==> src/rtl/ddadma_pkg.sv <==
// Constants and types shared by the dual-address DMA transfer sequencer
//
// Summary of operation
// - Peripheral asserts low request; external modes then start servicing it
// - Acknowledge low only during bus cycles aimed at the requesting peripheral
// - Internal request modes ignore request and never assert acknowledge
// - Internal modes drive last-transfer low during the block's final bus cycle
// - Last-transfer pulled low by others in internal mode ends the block
// - External modes: peripheral pulling last-transfer low ends the block
// - When the count runs out last-transfer is driven, never sampled
// - Block runs init, transfer, termination; interrupt only when enabled
// - Dual address only: operand fully read, then fully written
// - Reads use source pointer, source code, source size; latch on acknowledge
// - Source pointer advances only after the whole operand was read
// - Writes use destination pointer and code; then advance and count down
// - 8-bit bus ignores sizes; one read and one write per byte
// - Equal sizes: no packing; odd word address splits into byte cycles
// - Unequal sizes pack: byte source reads twice, byte destination writes twice
// - 16-bit bus uses two to four cycles per operand
// - Pointer steps follow bus width and the size combination
// - Byte-lane peripheral set to byte size, opposite a word-size side, advances by four
// - Acknowledge follows the peripheral on source or destination side
// - Count drops per byte, stops at zero; zero start means 64K
// - Size fields: 01 byte, 10 word, others reserved
// - Internal mode requests the bus one clock after start; code reaches ST_WAITREQ two clocks after start, via ST_INIT
// - Pointers are 24 bits and wrap to zero
package ddadma_pkg;
  // ***************************************************************
  // Widths and depths
  // ***************************************************************
  localparam int PTR_W      = 24;
  localparam int CNT_W      = 16;
  localparam int DATA_W     = 16;
  localparam int FC_W       = 3;
  localparam int FIFO_DEPTH = 16;
  // ***************************************************************
  // Field codes and positions
  // ***************************************************************
  localparam logic [1:0] REQG_INT_LIMIT = 2'h0;
  localparam logic [1:0] REQG_INT_MAX   = 2'h1;
  localparam logic [1:0] REQG_EXT_BURST = 2'h2;
  localparam logic [1:0] REQG_EXT_STEAL = 2'h3;
  localparam logic [1:0] SIZE_BYTE      = 2'h1;
  localparam logic [1:0] SIZE_WORD      = 2'h2;
  localparam int         SFC_LSB        = 4;
  localparam int         DFC_LSB        = 0;
  // ***************************************************************
  // Reset values
  // ***************************************************************
  localparam logic [PTR_W-1:0]  PTR_RST  = 24'h0;
  localparam logic [CNT_W-1:0]  CNT_RST  = 16'h0;
  localparam logic [DATA_W-1:0] DATA_RST = 16'h0;
  localparam logic [FC_W-1:0]   FC_RST   = 3'h0;
  // ***************************************************************
  // Sequencer states
  // ***************************************************************
  typedef enum logic [2:0] {
    ST_IDLE, ST_INIT, ST_WAITREQ, ST_READ, ST_PUSH, ST_WRITE, ST_TERM
  } ddadma_state_t;
endpackage

==> src/rtl/ddadma_seq.sv <==
// Single-channel dual-address DMA transfer sequencer
`timescale 1ns/10ps
`default_nettype none
module ddadma_seq
  import ddadma_pkg::*;
#(
  parameter int ADDR_W = PTR_W,
  parameter int DEPTH  = FIFO_DEPTH
) (
  input  wire logic              ref_clk_i,
  input  wire logic              resetn_i,
  input  wire logic              start_i,
  input  wire logic [1:0]        reqg_i,
  input  wire logic [1:0]        src_size_i,
  input  wire logic [1:0]        dst_size_i,
  input  wire logic              src_inc_en_i,
  input  wire logic              dst_inc_en_i,
  input  wire logic              bus16_i,
  input  wire logic              periph_is_dst_i,
  input  wire logic              intr_en_i,
  input  wire logic [7:0]        fc_reg_i,
  input  wire logic [ADDR_W-1:0] src_ptr_i,
  input  wire logic [ADDR_W-1:0] dst_ptr_i,
  input  wire logic [CNT_W-1:0]  byte_count_i,
  input  wire logic              dma_request_line_n_i,
  input  wire logic              done_in_n_i,
  input  wire logic              bus_data_transfer_acknowledge_i,
  input  wire logic              bus_err_i,
  input  wire logic [DATA_W-1:0] bus_rdata_i,
  output wire logic              dma_acknowledge_line_n_o,
  output wire logic              done_out_n_o,
  output wire logic              done_oe_n_o,
  output wire logic              bus_strobe_o,
  output wire logic              bus_read_o,
  output wire logic              bus_word_o,
  output wire logic [ADDR_W-1:0] bus_addr_o,
  output wire logic [FC_W-1:0]   bus_fc_o,
  output wire logic [DATA_W-1:0] bus_wdata_o,
  output wire logic              busy_o,
  output wire logic              block_done_o,
  output wire logic              bus_error_o,
  output wire logic              irq_o,
  output wire logic [ADDR_W-1:0] src_ptr_o,
  output wire logic [ADDR_W-1:0] dst_ptr_o,
  output wire logic [CNT_W-1:0]  count_o
);
  // ***************************************************************
  // State
  // ***************************************************************
  ddadma_state_t     state_r, state_nxt;
  logic [ADDR_W-1:0] src_ptr_r, src_ptr_nxt, dst_ptr_r, dst_ptr_nxt;
  logic [ADDR_W-1:0] addr_r, addr_nxt;
  logic [CNT_W-1:0]  cnt_r, cnt_nxt;
  logic [DATA_W-1:0] hold_r, hold_nxt, wdata_r, wdata_nxt;
  logic [FC_W-1:0]   fc_r, fc_nxt;
  logic beat_r, beat_nxt, two_rd_r, two_rd_nxt, two_wr_r, two_wr_nxt;
  logic rd_word_r, rd_word_nxt, wr_word_r, wr_word_nxt;
  logic s_str_r, s_str_nxt, d_str_r, d_str_nxt, two_b_r, two_b_nxt;
  logic last_op_r, last_op_nxt, term_r, term_nxt, err_r, err_nxt;
  logic start_q_r, dma_request_line_q_r, pend_r, pend_nxt;
  logic strobe_r, strobe_nxt, rw_r, rw_nxt, word_r, word_nxt;
  logic dma_acknowledge_line_n_r, dma_acknowledge_line_n_nxt, done_n_r, done_n_nxt, oe_n_r, oe_n_nxt;
  logic busy_r, busy_nxt, fin_r, fin_nxt, irq_r, irq_nxt;
  // ***************************************************************
  // Operand plan, decoded from sizes, parity and count
  // ***************************************************************
  logic              s_word, d_word, two_b, rd_word, wr_word;
  logic              ext, req_ok, wr_final, cyc_end;
  logic [2:0]        src_step, dst_step;
  logic [ADDR_W-1:0] src_addr, dst_addr;
  logic [CNT_W-1:0]  cnt_step;
  logic [7:0]        rd_byte, wr_byte;
  logic              push, pop, fifo_in_ready, fifo_out_valid;
  logic [DATA_W-1:0] fifo_head;

  // Reserved size codes fall back to byte handling
  assign s_word  = bus16_i && (src_size_i == SIZE_WORD);
  assign d_word  = bus16_i && (dst_size_i == SIZE_WORD);
  // A final single byte shrinks the operand to one byte
  assign two_b   = (s_word || d_word) && (cnt_r != 16'h1);
  // Odd word addresses split into two byte cycles
  assign rd_word = s_word && two_b && !src_ptr_r[0];
  assign wr_word = d_word && two_b && !dst_ptr_r[0];
  assign ext     = reqg_i[1];
  // Internal modes never look at the request line
  assign req_ok  = !ext ? 1'b1 :
                   (reqg_i == REQG_EXT_BURST) ? !dma_request_line_n_i : pend_r;
  assign wr_final = beat_r || !two_wr_r;
  assign cyc_end  = strobe_r && (bus_data_transfer_acknowledge_i || bus_err_i);

  // Byte-lane peripheral: stride of two per cycle, four per operand
  assign src_step = !src_inc_en_i ? 3'h0 : rd_word_r ? 3'h2 :
                    two_rd_r ? (s_str_r ? 3'h4 : 3'h2) :
                    (s_str_r ? 3'h2 : 3'h1);
  assign dst_step = !dst_inc_en_i ? 3'h0 : wr_word_r ? 3'h2 :
                    two_wr_r ? (d_str_r ? 3'h4 : 3'h2) :
                    (d_str_r ? 3'h2 : 3'h1);
  assign src_addr = src_ptr_r +
                    ADDR_W'({beat_r && s_str_r, beat_r && !s_str_r});
  assign dst_addr = dst_ptr_r +
                    ADDR_W'({beat_r && d_str_r, beat_r && !d_str_r});
  assign cnt_step = {{(CNT_W-2){1'b0}}, two_b_r, !two_b_r};
  // Even address sits on the upper lane of a 16-bit bus
  assign rd_byte  = (!bus16_i || addr_r[0]) ? bus_rdata_i[7:0]
                                            : bus_rdata_i[15:8];
  assign wr_byte  = beat_r ? fifo_head[7:0] : fifo_head[15:8];

  // ***************************************************************
  // Next-state logic
  // ***************************************************************
  always_comb begin
    state_nxt   = state_r;
    src_ptr_nxt = src_ptr_r;
    dst_ptr_nxt = dst_ptr_r;
    cnt_nxt     = cnt_r;
    hold_nxt    = hold_r;
    wdata_nxt   = wdata_r;
    addr_nxt    = addr_r;
    fc_nxt      = fc_r;
    beat_nxt    = beat_r;
    two_rd_nxt  = two_rd_r;
    two_wr_nxt  = two_wr_r;
    rd_word_nxt = rd_word_r;
    wr_word_nxt = wr_word_r;
    s_str_nxt   = s_str_r;
    d_str_nxt   = d_str_r;
    two_b_nxt   = two_b_r;
    last_op_nxt = last_op_r;
    term_nxt    = term_r;
    err_nxt     = err_r;
    pend_nxt    = pend_r;
    strobe_nxt  = strobe_r;
    rw_nxt      = rw_r;
    word_nxt    = word_r;
    dma_acknowledge_line_n_nxt  = dma_acknowledge_line_n_r;
    done_n_nxt  = done_n_r;
    oe_n_nxt    = oe_n_r;
    busy_nxt    = busy_r;
    fin_nxt     = 1'b0;
    irq_nxt     = 1'b0;
    push        = 1'b0;
    pop         = 1'b0;
    if (cyc_end) begin
      strobe_nxt = 1'b0;
      dma_acknowledge_line_n_nxt = 1'b1;
      done_n_nxt = 1'b1;
      oe_n_nxt   = 1'b1;
    end
    // Sampled only while this end is not driving the line
    if (strobe_r && oe_n_r && !done_in_n_i && (!ext || !dma_acknowledge_line_n_r)) begin
      term_nxt = 1'b1;
    end
    case (state_r)
      ST_IDLE: begin
        if (start_i && !start_q_r) begin
          src_ptr_nxt = src_ptr_i;
          dst_ptr_nxt = dst_ptr_i;
          cnt_nxt     = byte_count_i; // Zero means 64K bytes
          term_nxt    = 1'b0;
          err_nxt     = 1'b0;
          busy_nxt    = 1'b1;
          state_nxt   = ST_INIT;
        end
      end
      ST_INIT: begin
        state_nxt = ST_WAITREQ;
      end
      ST_WAITREQ: begin
        // A cleared start parks the channel between operands
        if (start_i && req_ok) begin
          two_b_nxt   = two_b;
          rd_word_nxt = rd_word;
          wr_word_nxt = wr_word;
          two_rd_nxt  = two_b && !rd_word;
          two_wr_nxt  = two_b && !wr_word;
          s_str_nxt   = bus16_i && !s_word && d_word;
          d_str_nxt   = bus16_i && s_word && !d_word;
          last_op_nxt = two_b ? (cnt_r == 16'h2) : (cnt_r == 16'h1);
          beat_nxt    = 1'b0;
          pend_nxt    = 1'b0;
          state_nxt   = ST_READ;
        end
      end
      ST_READ: begin
        if (!strobe_r) begin
          strobe_nxt = 1'b1;
          rw_nxt     = 1'b1;
          word_nxt   = rd_word_r;
          addr_nxt   = src_addr;
          fc_nxt     = fc_reg_i[SFC_LSB +: FC_W];
          dma_acknowledge_line_n_nxt = !(ext && !periph_is_dst_i);
        end else if (bus_err_i) begin
          err_nxt   = 1'b1;
          state_nxt = ST_TERM;
        end else if (bus_data_transfer_acknowledge_i) begin
          if (rd_word_r) begin
            hold_nxt = bus_rdata_i;
          end else if (beat_r) begin
            hold_nxt[7:0] = rd_byte;
          end else begin
            hold_nxt[15:8] = rd_byte;
          end
          if (beat_r || !two_rd_r) begin
            src_ptr_nxt = src_ptr_r + ADDR_W'(src_step);
            state_nxt   = ST_PUSH;
          end else begin
            beat_nxt = 1'b1;
          end
        end
      end
      ST_PUSH: begin
        // Full FIFO holds the write phase back
        if (fifo_in_ready) begin
          push      = 1'b1;
          beat_nxt  = 1'b0;
          state_nxt = ST_WRITE;
        end
      end
      ST_WRITE: begin
        if (!strobe_r) begin
          if (fifo_out_valid) begin
            strobe_nxt = 1'b1;
            rw_nxt     = 1'b0;
            word_nxt   = wr_word_r;
            addr_nxt   = dst_addr;
            fc_nxt     = fc_reg_i[DFC_LSB +: FC_W];
            wdata_nxt  = wr_word_r ? fifo_head : {wr_byte, wr_byte};
            dma_acknowledge_line_n_nxt = !(ext && periph_is_dst_i);
            if (last_op_r && wr_final) begin
              done_n_nxt = 1'b0;
              oe_n_nxt   = 1'b0;
            end
          end
        end else if (bus_err_i) begin
          pop       = 1'b1;
          err_nxt   = 1'b1;
          state_nxt = ST_TERM;
        end else if (bus_data_transfer_acknowledge_i) begin
          if (wr_final) begin
            pop         = 1'b1;
            dst_ptr_nxt = dst_ptr_r + ADDR_W'(dst_step);
            cnt_nxt     = cnt_r - cnt_step;
            state_nxt   = (last_op_r || term_nxt) ? ST_TERM : ST_WAITREQ;
          end else begin
            beat_nxt = 1'b1;
          end
        end
      end
      ST_TERM: begin
        fin_nxt   = 1'b1;
        irq_nxt   = intr_en_i;
        busy_nxt  = 1'b0;
        state_nxt = ST_IDLE;
      end
      default: begin
        state_nxt = ST_IDLE;
      end
    endcase
    // New edge wins over the clear at operand start
    if (ext && (reqg_i == REQG_EXT_STEAL) && start_i &&
        dma_request_line_q_r && !dma_request_line_n_i) begin
      pend_nxt = 1'b1;
    end
  end

  // ***************************************************************
  // Registers
  // ***************************************************************
  always_ff @(posedge ref_clk_i or negedge resetn_i) begin
    if (!resetn_i) begin
      state_r   <= ST_IDLE;
      src_ptr_r <= PTR_RST;
      dst_ptr_r <= PTR_RST;
      addr_r    <= PTR_RST;
      cnt_r     <= CNT_RST;
      hold_r    <= DATA_RST;
      wdata_r   <= DATA_RST;
      fc_r      <= FC_RST;
      beat_r    <= 1'b0;
      two_rd_r  <= 1'b0;
      two_wr_r  <= 1'b0;
      rd_word_r <= 1'b0;
      wr_word_r <= 1'b0;
      s_str_r   <= 1'b0;
      d_str_r   <= 1'b0;
      two_b_r   <= 1'b0;
      last_op_r <= 1'b0;
      term_r    <= 1'b0;
      err_r     <= 1'b0;
      start_q_r <= 1'b0;
      dma_request_line_q_r  <= 1'b1;
      pend_r    <= 1'b0;
      strobe_r  <= 1'b0;
      rw_r      <= 1'b1;
      word_r    <= 1'b0;
      dma_acknowledge_line_n_r  <= 1'b1;
      done_n_r  <= 1'b1;
      oe_n_r    <= 1'b1;
      busy_r    <= 1'b0;
      fin_r     <= 1'b0;
      irq_r     <= 1'b0;
    end else begin
      state_r   <= state_nxt;
      src_ptr_r <= src_ptr_nxt;
      dst_ptr_r <= dst_ptr_nxt;
      addr_r    <= addr_nxt;
      cnt_r     <= cnt_nxt;
      hold_r    <= hold_nxt;
      wdata_r   <= wdata_nxt;
      fc_r      <= fc_nxt;
      beat_r    <= beat_nxt;
      two_rd_r  <= two_rd_nxt;
      two_wr_r  <= two_wr_nxt;
      rd_word_r <= rd_word_nxt;
      wr_word_r <= wr_word_nxt;
      s_str_r   <= s_str_nxt;
      d_str_r   <= d_str_nxt;
      two_b_r   <= two_b_nxt;
      last_op_r <= last_op_nxt;
      term_r    <= term_nxt;
      err_r     <= err_nxt;
      start_q_r <= start_i;
      dma_request_line_q_r  <= dma_request_line_n_i;
      pend_r    <= pend_nxt;
      strobe_r  <= strobe_nxt;
      rw_r      <= rw_nxt;
      word_r    <= word_nxt;
      dma_acknowledge_line_n_r  <= dma_acknowledge_line_n_nxt;
      done_n_r  <= done_n_nxt;
      oe_n_r    <= oe_n_nxt;
      busy_r    <= busy_nxt;
      fin_r     <= fin_nxt;
      irq_r     <= irq_nxt;
    end
  end

  // ***************************************************************
  // Operand FIFO and outputs
  // ***************************************************************
  ddadma_fifo #(
    .WIDTH (DATA_W),
    .DEPTH (DEPTH)
  ) u_fifo (
    .ref_clk_i   (ref_clk_i),
    .resetn_i    (resetn_i),
    .in_valid_i  (push),
    .in_ready_o  (fifo_in_ready),
    .in_data_i   (hold_r),
    .out_valid_o (fifo_out_valid),
    .out_ready_i (pop),
    .out_data_o  (fifo_head)
  );

  assign dma_acknowledge_line_n_o     = dma_acknowledge_line_n_r;
  assign done_out_n_o = done_n_r;
  assign done_oe_n_o  = oe_n_r;
  assign bus_strobe_o = strobe_r;
  assign bus_read_o   = rw_r;
  assign bus_word_o   = word_r;
  assign bus_addr_o   = addr_r;
  assign bus_fc_o     = fc_r;
  assign bus_wdata_o  = wdata_r;
  assign busy_o       = busy_r;
  assign block_done_o = fin_r;
  assign bus_error_o  = err_r;
  assign irq_o        = irq_r;
  assign src_ptr_o    = src_ptr_r;
  assign dst_ptr_o    = dst_ptr_r;
  assign count_o      = cnt_r;
endmodule
`default_nettype wire

==> src/rtl/ddadma_fifo.sv <==
// Operand FIFO between the read and the write phase
`timescale 1ns/10ps
`default_nettype none
module ddadma_fifo #(
  parameter int WIDTH = 16,
  parameter int DEPTH = 16
) (
  input  wire logic             ref_clk_i,
  input  wire logic             resetn_i,
  input  wire logic             in_valid_i,
  output wire logic             in_ready_o,
  input  wire logic [WIDTH-1:0] in_data_i,
  output wire logic             out_valid_o,
  input  wire logic             out_ready_i,
  output wire logic [WIDTH-1:0] out_data_o
);
  localparam int AW = $clog2(DEPTH);
  logic [WIDTH-1:0] mem [DEPTH];
  logic [AW:0]      wp_r;
  logic [AW:0]      wp_nxt;
  logic [AW:0]      rp_r;
  logic [AW:0]      rp_nxt;
  logic             full;
  logic             empty;
  logic             do_push;
  logic             do_pop;

  assign full        = (wp_r[AW] != rp_r[AW]) && (wp_r[AW-1:0] == rp_r[AW-1:0]);
  assign empty       = (wp_r == rp_r);
  assign in_ready_o  = !full;
  assign out_valid_o = !empty;
  assign out_data_o  = mem[rp_r[AW-1:0]];
  assign do_push     = in_valid_i && !full;
  assign do_pop      = out_ready_i && !empty;

  always_comb begin
    wp_nxt = wp_r + (AW+1)'(do_push);
    rp_nxt = rp_r + (AW+1)'(do_pop);
  end

  always_ff @(posedge ref_clk_i or negedge resetn_i) begin
    if (!resetn_i) begin
      wp_r <= '0;
      rp_r <= '0;
    end else begin
      wp_r <= wp_nxt;
      rp_r <= rp_nxt;
    end
  end

  // Storage is not reset; only the pointers define content
  always_ff @(posedge ref_clk_i) begin
    if (do_push) begin
      mem[wp_r[AW-1:0]] <= in_data_i;
    end
  end
endmodule
`default_nettype wire

==> config.mk <==
export PLATFORM = sky130hd
export DESIGN_NAME = ddadma_seq
export DESIGN_NICKNAME = d
export VERILOG_FILES = /design/src/rtl/ddadma_pkg.sv /design/src/rtl/ddadma_seq.sv /design/src/rtl/ddadma_fifo.sv
export SDC_FILE = /design/constraint.sdc
export NUM_CORES = 1
export LEC_CHECK = 0
export BUFFER_PORTS_ARGS = -buffer_cell sky130_fd_sc_hd__buf_4
export CORE_MARGIN = 1
export CORE_UTILIZATION = 35
export CTS_CLUSTER_DIAMETER = 150
export DETAILED_ROUTE_END_ITERATION = 12
export GPL_TIMING_DRIVEN = 0
export MAX_ROUTING_LAYER = met4
export REMOVE_ABC_BUFFERS = 1
export SYNTH_ARGS = -nofsm -noshare
export SYNTH_HDL_FRONTEND = slang
export SYNTH_SLANG_ARGS = --single-unit
==> constraint.sdc <==
create_clock -name ref_clk_i -period 3.75 [get_ports ref_clk_i]
set_clock_uncertainty 0.1 [all_clocks]
set_input_delay 0.1875 -clock ref_clk_i [delete_from_list [all_inputs] [get_ports ref_clk_i]]
set_output_delay 0.1875 -clock ref_clk_i [all_outputs]
set_load 0.1 [all_outputs]
# Word-level counts from Yosys, hierarchy flattened
# Memories as Yosys holds them, arrays and structs flattened.
# Index checks and enable logic that the tools add are counted.
# totals
reg_bits	159
ramBits	256
input_bits	106
out_inout_bits	117
wordCells	288
mem_count	1
# op_classes
addsub	7
eq_ne	39
n_mux	119
bitwise_logic	3
reduce_logical	85
# mem_list
name	words	width	rd	rd_clocked_by_memory_dff	write_ports	line_no	rtl
u_fifo.mem	16	16	1	0	1	ddadma_fifo.sv:18	logic [WIDTH-1:0] mem [DEPTH];
# op_table
cell	n
24-bit 2-to-1 mux	13
24-bit one-hot mux with 2 select lines	3
16-bit 2-to-1 mux	7
3-bit 2-to-1 mux	23
1-bit 2-to-1 mux	57
24-bit by 2-bit adder with 24-bit output	2
24-bit by 3-bit adder with 24-bit output	2
1-bit logical AND	33
8-bit 2-to-1 mux	4
2-bit != test, second input constant	16
16-bit one-hot mux with 2 select lines	1
1-bit logical NOT	22
3-bit one-hot mux with 6 select lines	1
16-bit by 1-bit equality test with 1-bit output, second input constant	1
16-bit by 2-bit equality test with 1-bit output, second input constant	1
16-bit by 1-bit != test with 1-bit output, second input constant	1
2-bit nonzero test	8
16-bit by 2-bit subtractor with 16-bit output	1
3-bit != test, second input constant	4
1-bit one-hot mux with 2 select lines	6
6-bit AND reduction	2
11-bit AND reduction	1
5-bit by 1-bit adder with 5-bit output	2
5-bit AND reduction	2
20 further kinds	40

# Depth between registers and ports, before layout
# depth
depth_word	11
ltp_mapped	11
mapped_depth_nobuf	11

# Modules after synthesis
# From an unflattened synthesis, not the netlist that was laid out.
# hier_totals
cells_unflattened	1581
hier_area_um2	19787.7
# by_module_without_submodules
module	n_inst	cells_each	area_per_inst_um2	seq_area_each_um2
ddadma_fifo	1	494	10432.5	7937.6
ddadma_seq	1	1087	9355.2	3734.8

# Worst setup path after synthesis
# No wires, ideal clock.
# synth_path
path_type	reg2reg
startpoint	register state_r[2]
endpoint	memory u_fifo.mem[0][0] (enable)
setup_ps	436
arrival_time_ps	2841
t_required_ps	3214
slack_ps	373
stages_incl_launch_ff	7
n_path_buf	1
synth_period_minus_slack_ps	3377
path_cell_list	dfrtp_1 clkbuf_2 and2b_2 nand2_1 o21bai_1 nor2_1 nor4b_1
# synth_via
elab_chain_cells	5
# synth_lines
element	line_no	rtl
start, declared	ddadma_seq.sv:50	ddadma_state_t state_r, state_nxt;
start signal, assigned	ddadma_seq.sv:303	state_r <= state_nxt;
3-bit equality test	ddadma_seq.sv:153	case (state_r)
1-bit 2-to-1 mux	ddadma_seq.sv:153	
1-bit logical AND	ddadma_fifo.sv:33	assign do_push = in_valid_i && !full;
1-bit 2-to-1 mux	ddadma_fifo.sv:53	if (do_push) begin
1-bit 2-to-1 mux (implied by the code)	ddadma_fifo.sv:54	mem[wp_r[AW-1:0]] <= in_data_i;
end, declared	ddadma_fifo.sv:18	
# Every way passes these cells.

# Worst setup path in the final report
# layout_path
startpoint	register u_fifo.rp_r[3]
endpoint	memory u_fifo.mem[0][9] (enable)
# layout_via
elab_chain_cells	7
word_cells_on_any_way	8
classes_between	eq/ne (1); mux (4); reduce/logical (3)
# layout_lines
element	line_no	rtl
start, declared	ddadma_fifo.sv:21	logic [AW:0] rp_r;
start signal, assigned	ddadma_fifo.sv:47	rp_r <= rp_nxt;
4-bit equality test *	ddadma_fifo.sv:28	assign full = (wp_r[AW] != rp_r[AW]) && (wp_r[AW-1:0] == rp_r[AW-1:0]);
1-bit logical AND *	ddadma_fifo.sv:28	
1-bit 2-to-1 mux	ddadma_seq.sv:213	if (fifo_in_ready) begin
1-bit 2-to-1 mux	ddadma_seq.sv:153	
1-bit logical AND *	ddadma_fifo.sv:33	
1-bit 2-to-1 mux *	ddadma_fifo.sv:53	
1-bit 2-to-1 mux (implied by the code) *	ddadma_fifo.sv:54	
# Every way passes the cells marked *; elsewhere a longest branch is shown, timed or not.

==> flow_summary.yaml <==
status:
  run_status: "completed"
critical_path:
  max_stage_delay_ns: 1.06
  rr_endpoint: "u_fifo.mem[0][9]$_DFFE_PP_"
  worst-r2r-setup-slack_ns: 0.17
  worst_r2r_path_depth: 7
  critical-path-top-delay-family: "simple AND/OR/NAND/NOR gates"
  worstPathBufferInverterCount: 2
  timing.critical_path.arrival_ns: 3.79
  critical_path.startpoint_type: "flip-flop"
  timing.critical_path.fanout_max: 20
  cp_most_frequent_cell: "sky130_fd_sc_hd__buf_4"
  worst_path_max_delay_cell: "sky130_fd_sc_hd__dfrtp_1"
  crit_end_element: "flip-flop"
  r2r_start: "u_fifo.rp_r[3]$_DFF_PN0_"
  crit_path_cell_trace: "xnor2_1 > nand4_1 > o21bai_1 > nor2_1 > nor4b_2 > buf_4 > buf_4"
  worstSetupPathType: "flip-flop to flip-flop"
  worst-endpoint-required_ns: 3.96
clocking:
  cts_inserted_buffers: 48
  master_cell_of_the_clock_root_buffer: "sky130_fd_sc_hd__clkbuf_16"
  cts.path.max_buffers: 3
  cts_tree: "yes"
  post_cts.repair.setup_buffers: 0
  clock_insertion_delay_worst_skew_ns: 0.61
  clk_pin_slew_ns: 0.06
  clock_sink_count: 415
  h-tree-depth: 2
grt:
  grt_pass1_vias: 13928
  antenna_found_initial: 2
  grt_total_usage_pct: 20.8
  grt_start_max_net_pins: 89
  overflow: 0
  grt_first_pass_wirelength_um: 86900
min_path:
  worstHoldPathType: "primary input to flip-flop"
  sink_of_the_worst_hold_path: "two_wr_r$_DFFE_PN0P_"
  hp-start: "dst_size_i[1]"
  worst_hold_path_cells: 4
logic_synthesis:
  synth_warnings: 0
  post_synth.cell_area_avg_um2: 12.2
  synth.yosys.seq_area_share_pct: 60.0
  post_synth_inst_count: 1590
  number_of_flops_mapped_to_enable_cells_by_yosys: 256
  postSynth.asyncResetShare_pct: 38.3
  number_of_unique_standard_cell_types_used_by_synthesis: 75
  mappedNetlistArea_mm2: 0.0195
  synth.ff_latch_count: 415
  synthFlopType: "sky130_fd_sc_hd__edfxtp_1"
sta:
  worst_slew_pin_slew_ns: 1.26
  timing.final.max_slew_violations: 0
  worst_hold_slack_ns: 0.00723
  min_period_ns: 3.58
  setup_total_negative_slack_ns: 0
  setup_slack_ns: 0.172
  rsz_0062_raised_after_global_routing: "no"
  timing.final.setup_violations: 0
  relative_slew_margins_pct: 16.1
  post-route-period-util_pct: 95.4
  finalHoldViolations: 0
  timing.fmax_mhz: 279
final_layout:
  areaGrowthSynthToFinish_pct: 28.9
  commonest_non_fill_non_tap_cell_in_the_layout: "sky130_fd_sc_hd__edfxtp_1"
  most-common-layout-cells: "sky130_fd_sc_hd__edfxtp_1 (256), sky130_fd_sc_hd__buf_4 (227), sky130_fd_sc_hd__dfrtp_1 (152)"
  num-fill-cells: 4946
  final_nets: 2040
  finalNonFillerCells: 2697
  layout-drive-gt1-share_pct: 21.5
power_and_ir_drop:
  vdd_ir_max_uv: 923
  power_per_cell_area_mw_per_mm2: 890
  static-leakage-power_nw: 9.69
  report.power.total_mw: 22.3
placed_design:
  port_buffers: 220
  placed_cells_incl_taps: 2497
  post-dp-hpwl_um: 39300
  placement.setup.worst_slack_ns: 0.174
  replace_congestion: 0.910
die:
  num_io_pins: 223
  die-width_um: 238
  start_util_pct: 35.4
  core_area_mm2: 0.0550
  die_area_mm2: 0.0565
  floorplan.rows: 86
  dieHeight_um: 238
routing:
  wl_per_cell_um: 21.4
  antenna_left: 0
  drt-total-wl_um: 57600
  vias: 14563
  number_of_remaining_drc_errors: 0
  vias_per_cell: 5.40
  drt_pass_1_iters: 5
  drc_violation_total_after_the_first_tritonroute_iteration: 1271
flow_run:
  max-cap-violations: 0
## per-layer routing
metal  GRT usage [%]  vias up  routed length, um
met5               -        -                  0
met3            3.07      102               3240
met2            32.5      497              27500
met1            27.7     7312              25100
met4            7.10        0               1740
li1                -     6652                  -
## state kept, by name, indices dropped and copies added (netlist names), 3 cells and up
name / count
bus_addr_o: 24
bus_fc_o: 3
bus_wdata_o: 16
count_o: 16
dst_ptr_o: 24
hold_r: 16
src_ptr_o: 24
state_r: 3
u_fifo.mem: 256
u_fifo.rp_r: 5
u_fifo.wp_r: 5
## synthesized netlist by cell type (9+ instances only)
library cell	n	share of area, %
sky130_fd_sc_hd__o22a_1	18	0.81
sky130_fd_sc_hd__xor2_1	16	0.72
sky130_fd_sc_hd__mux2i_1	97	5.0
sky130_fd_sc_hd__mux4_2	32	3.7
sky130_fd_sc_hd__edfxtp_1	256	40
sky130_fd_sc_hd__nand2_1	140	2.7
sky130_fd_sc_hd__a221oi_1	32	1.4
sky130_fd_sc_hd__nand4_1	19	0.61
sky130_fd_sc_hd__xnor2_1	41	1.8
sky130_fd_sc_hd__nor4_1	12	0.39
sky130_fd_sc_hd__a221o_1	16	0.82
sky130_fd_sc_hd__o22ai_1	19	0.61
sky130_fd_sc_hd__o21ai_0	101	2.6
sky130_fd_sc_hd__and2_1	28	0.90
sky130_fd_sc_hd__clkbuf_1	51	0.98
sky130_fd_sc_hd__a2bb2oi_1	11	0.50
sky130_fd_sc_hd__nor2_1	112	2.2
sky130_fd_sc_hd__nor3_1	25	0.64
sky130_fd_sc_hd__a31oi_1	14	0.45
sky130_fd_sc_hd__nor2b_1	12	0.39
sky130_fd_sc_hd__a21o_1	9	0.35
sky130_fd_sc_hd__buf_2	38	0.98
sky130_fd_sc_hd__nand3_1	34	0.87
sky130_fd_sc_hd__ha_1	21	1.4
sky130_fd_sc_hd__dfrtp_1	154	20
sky130_fd_sc_hd__a22oi_1	22	0.85
sky130_fd_sc_hd__inv_1	32	0.62
sky130_fd_sc_hd__a21oi_1	104	2.7
## per-stage QoR
stage / util [%] / instance area (um^2)
6_report: 45.6 / 25100
5_1_grt: 45.6 / 25100
4_1_cts: 45.6 / 25100
3_5_place_dp: 40.7 / 22400
3_3_place_gp: 39.3 / 21600
2_1_floorplan: - / 19000
## logic make-up after synthesis
logic type,after synthesis,synth area share (%)
simple gates,440,11.0
flops,415,60.0
compound gates,391,13.0
buf+inv,132,2.84
mux,129,8.69
xor+xnor,57,2.57
fa+ha+maj,26,1.86
## worst max-delay path by stage
stage | start | endpoint | slack, ns | cells after the start
6_report | u_fifo.rp_r[3]$_DFF_PN0_ | u_fifo.mem[0][9]$_DFFE_PP_ | 0.17 | 7
5_1_grt | u_fifo.rp_r[3]$_DFF_PN0_ | u_fifo.mem[0][9]$_DFFE_PP_ | 0.04 | 7
4_1_cts | u_fifo.rp_r[3]$_DFF_PN0_ | u_fifo.mem[0][9]$_DFFE_PP_ | 0.17 | 7
3_5_place_dp | u_fifo.rp_r[3]$_DFF_PN0_ | u_fifo.mem[0][12]$_DFFE_PP_ | 0.17 | 7
3_3_place_gp | u_fifo.rp_r[0]$_DFF_PN0_ | u_fifo.mem[0][12]$_DFFE_PP_ | -6.56 | 5
2_1_floorplan | u_fifo.rp_r[0]$_DFF_PN0_ | u_fifo.mem[0][0]$_DFFE_PP_ | -2.58 | 5
## power by group
group | internal [mW] | total (mW) | switching [mW]
clock network | 2.82 | 4.82 | 2.00
logic | 2.92 | 10.2 | 7.28
registers | 5.91 | 7.30 | 1.40
## timing repair
action	CTS	global route
hold endpoints to repair	173	0
resized for setup	0	0
hold buffers	109	0
## final cells by class
class	instances	area [um^2]	area share (%)
tap	748	936	3.73
antenna	2	5.00	0.0200
clock inverter	28	299	1.19
sequential	415	11700	46.6
inverter	32	120	0.479
multi-input combinational	1043	7330	29.2
timing repair buffer	368	3380	13.5
clock buffer	61	1330	5.31
## tightest hold or removal path, delay by kind of cell
family / cells / cell delay (ns)
buf+inv: 1 / 0.08
simple gates: 2 / 0.31
compound gates: 1 / 0.08
(Power assumes the default switching activity.)
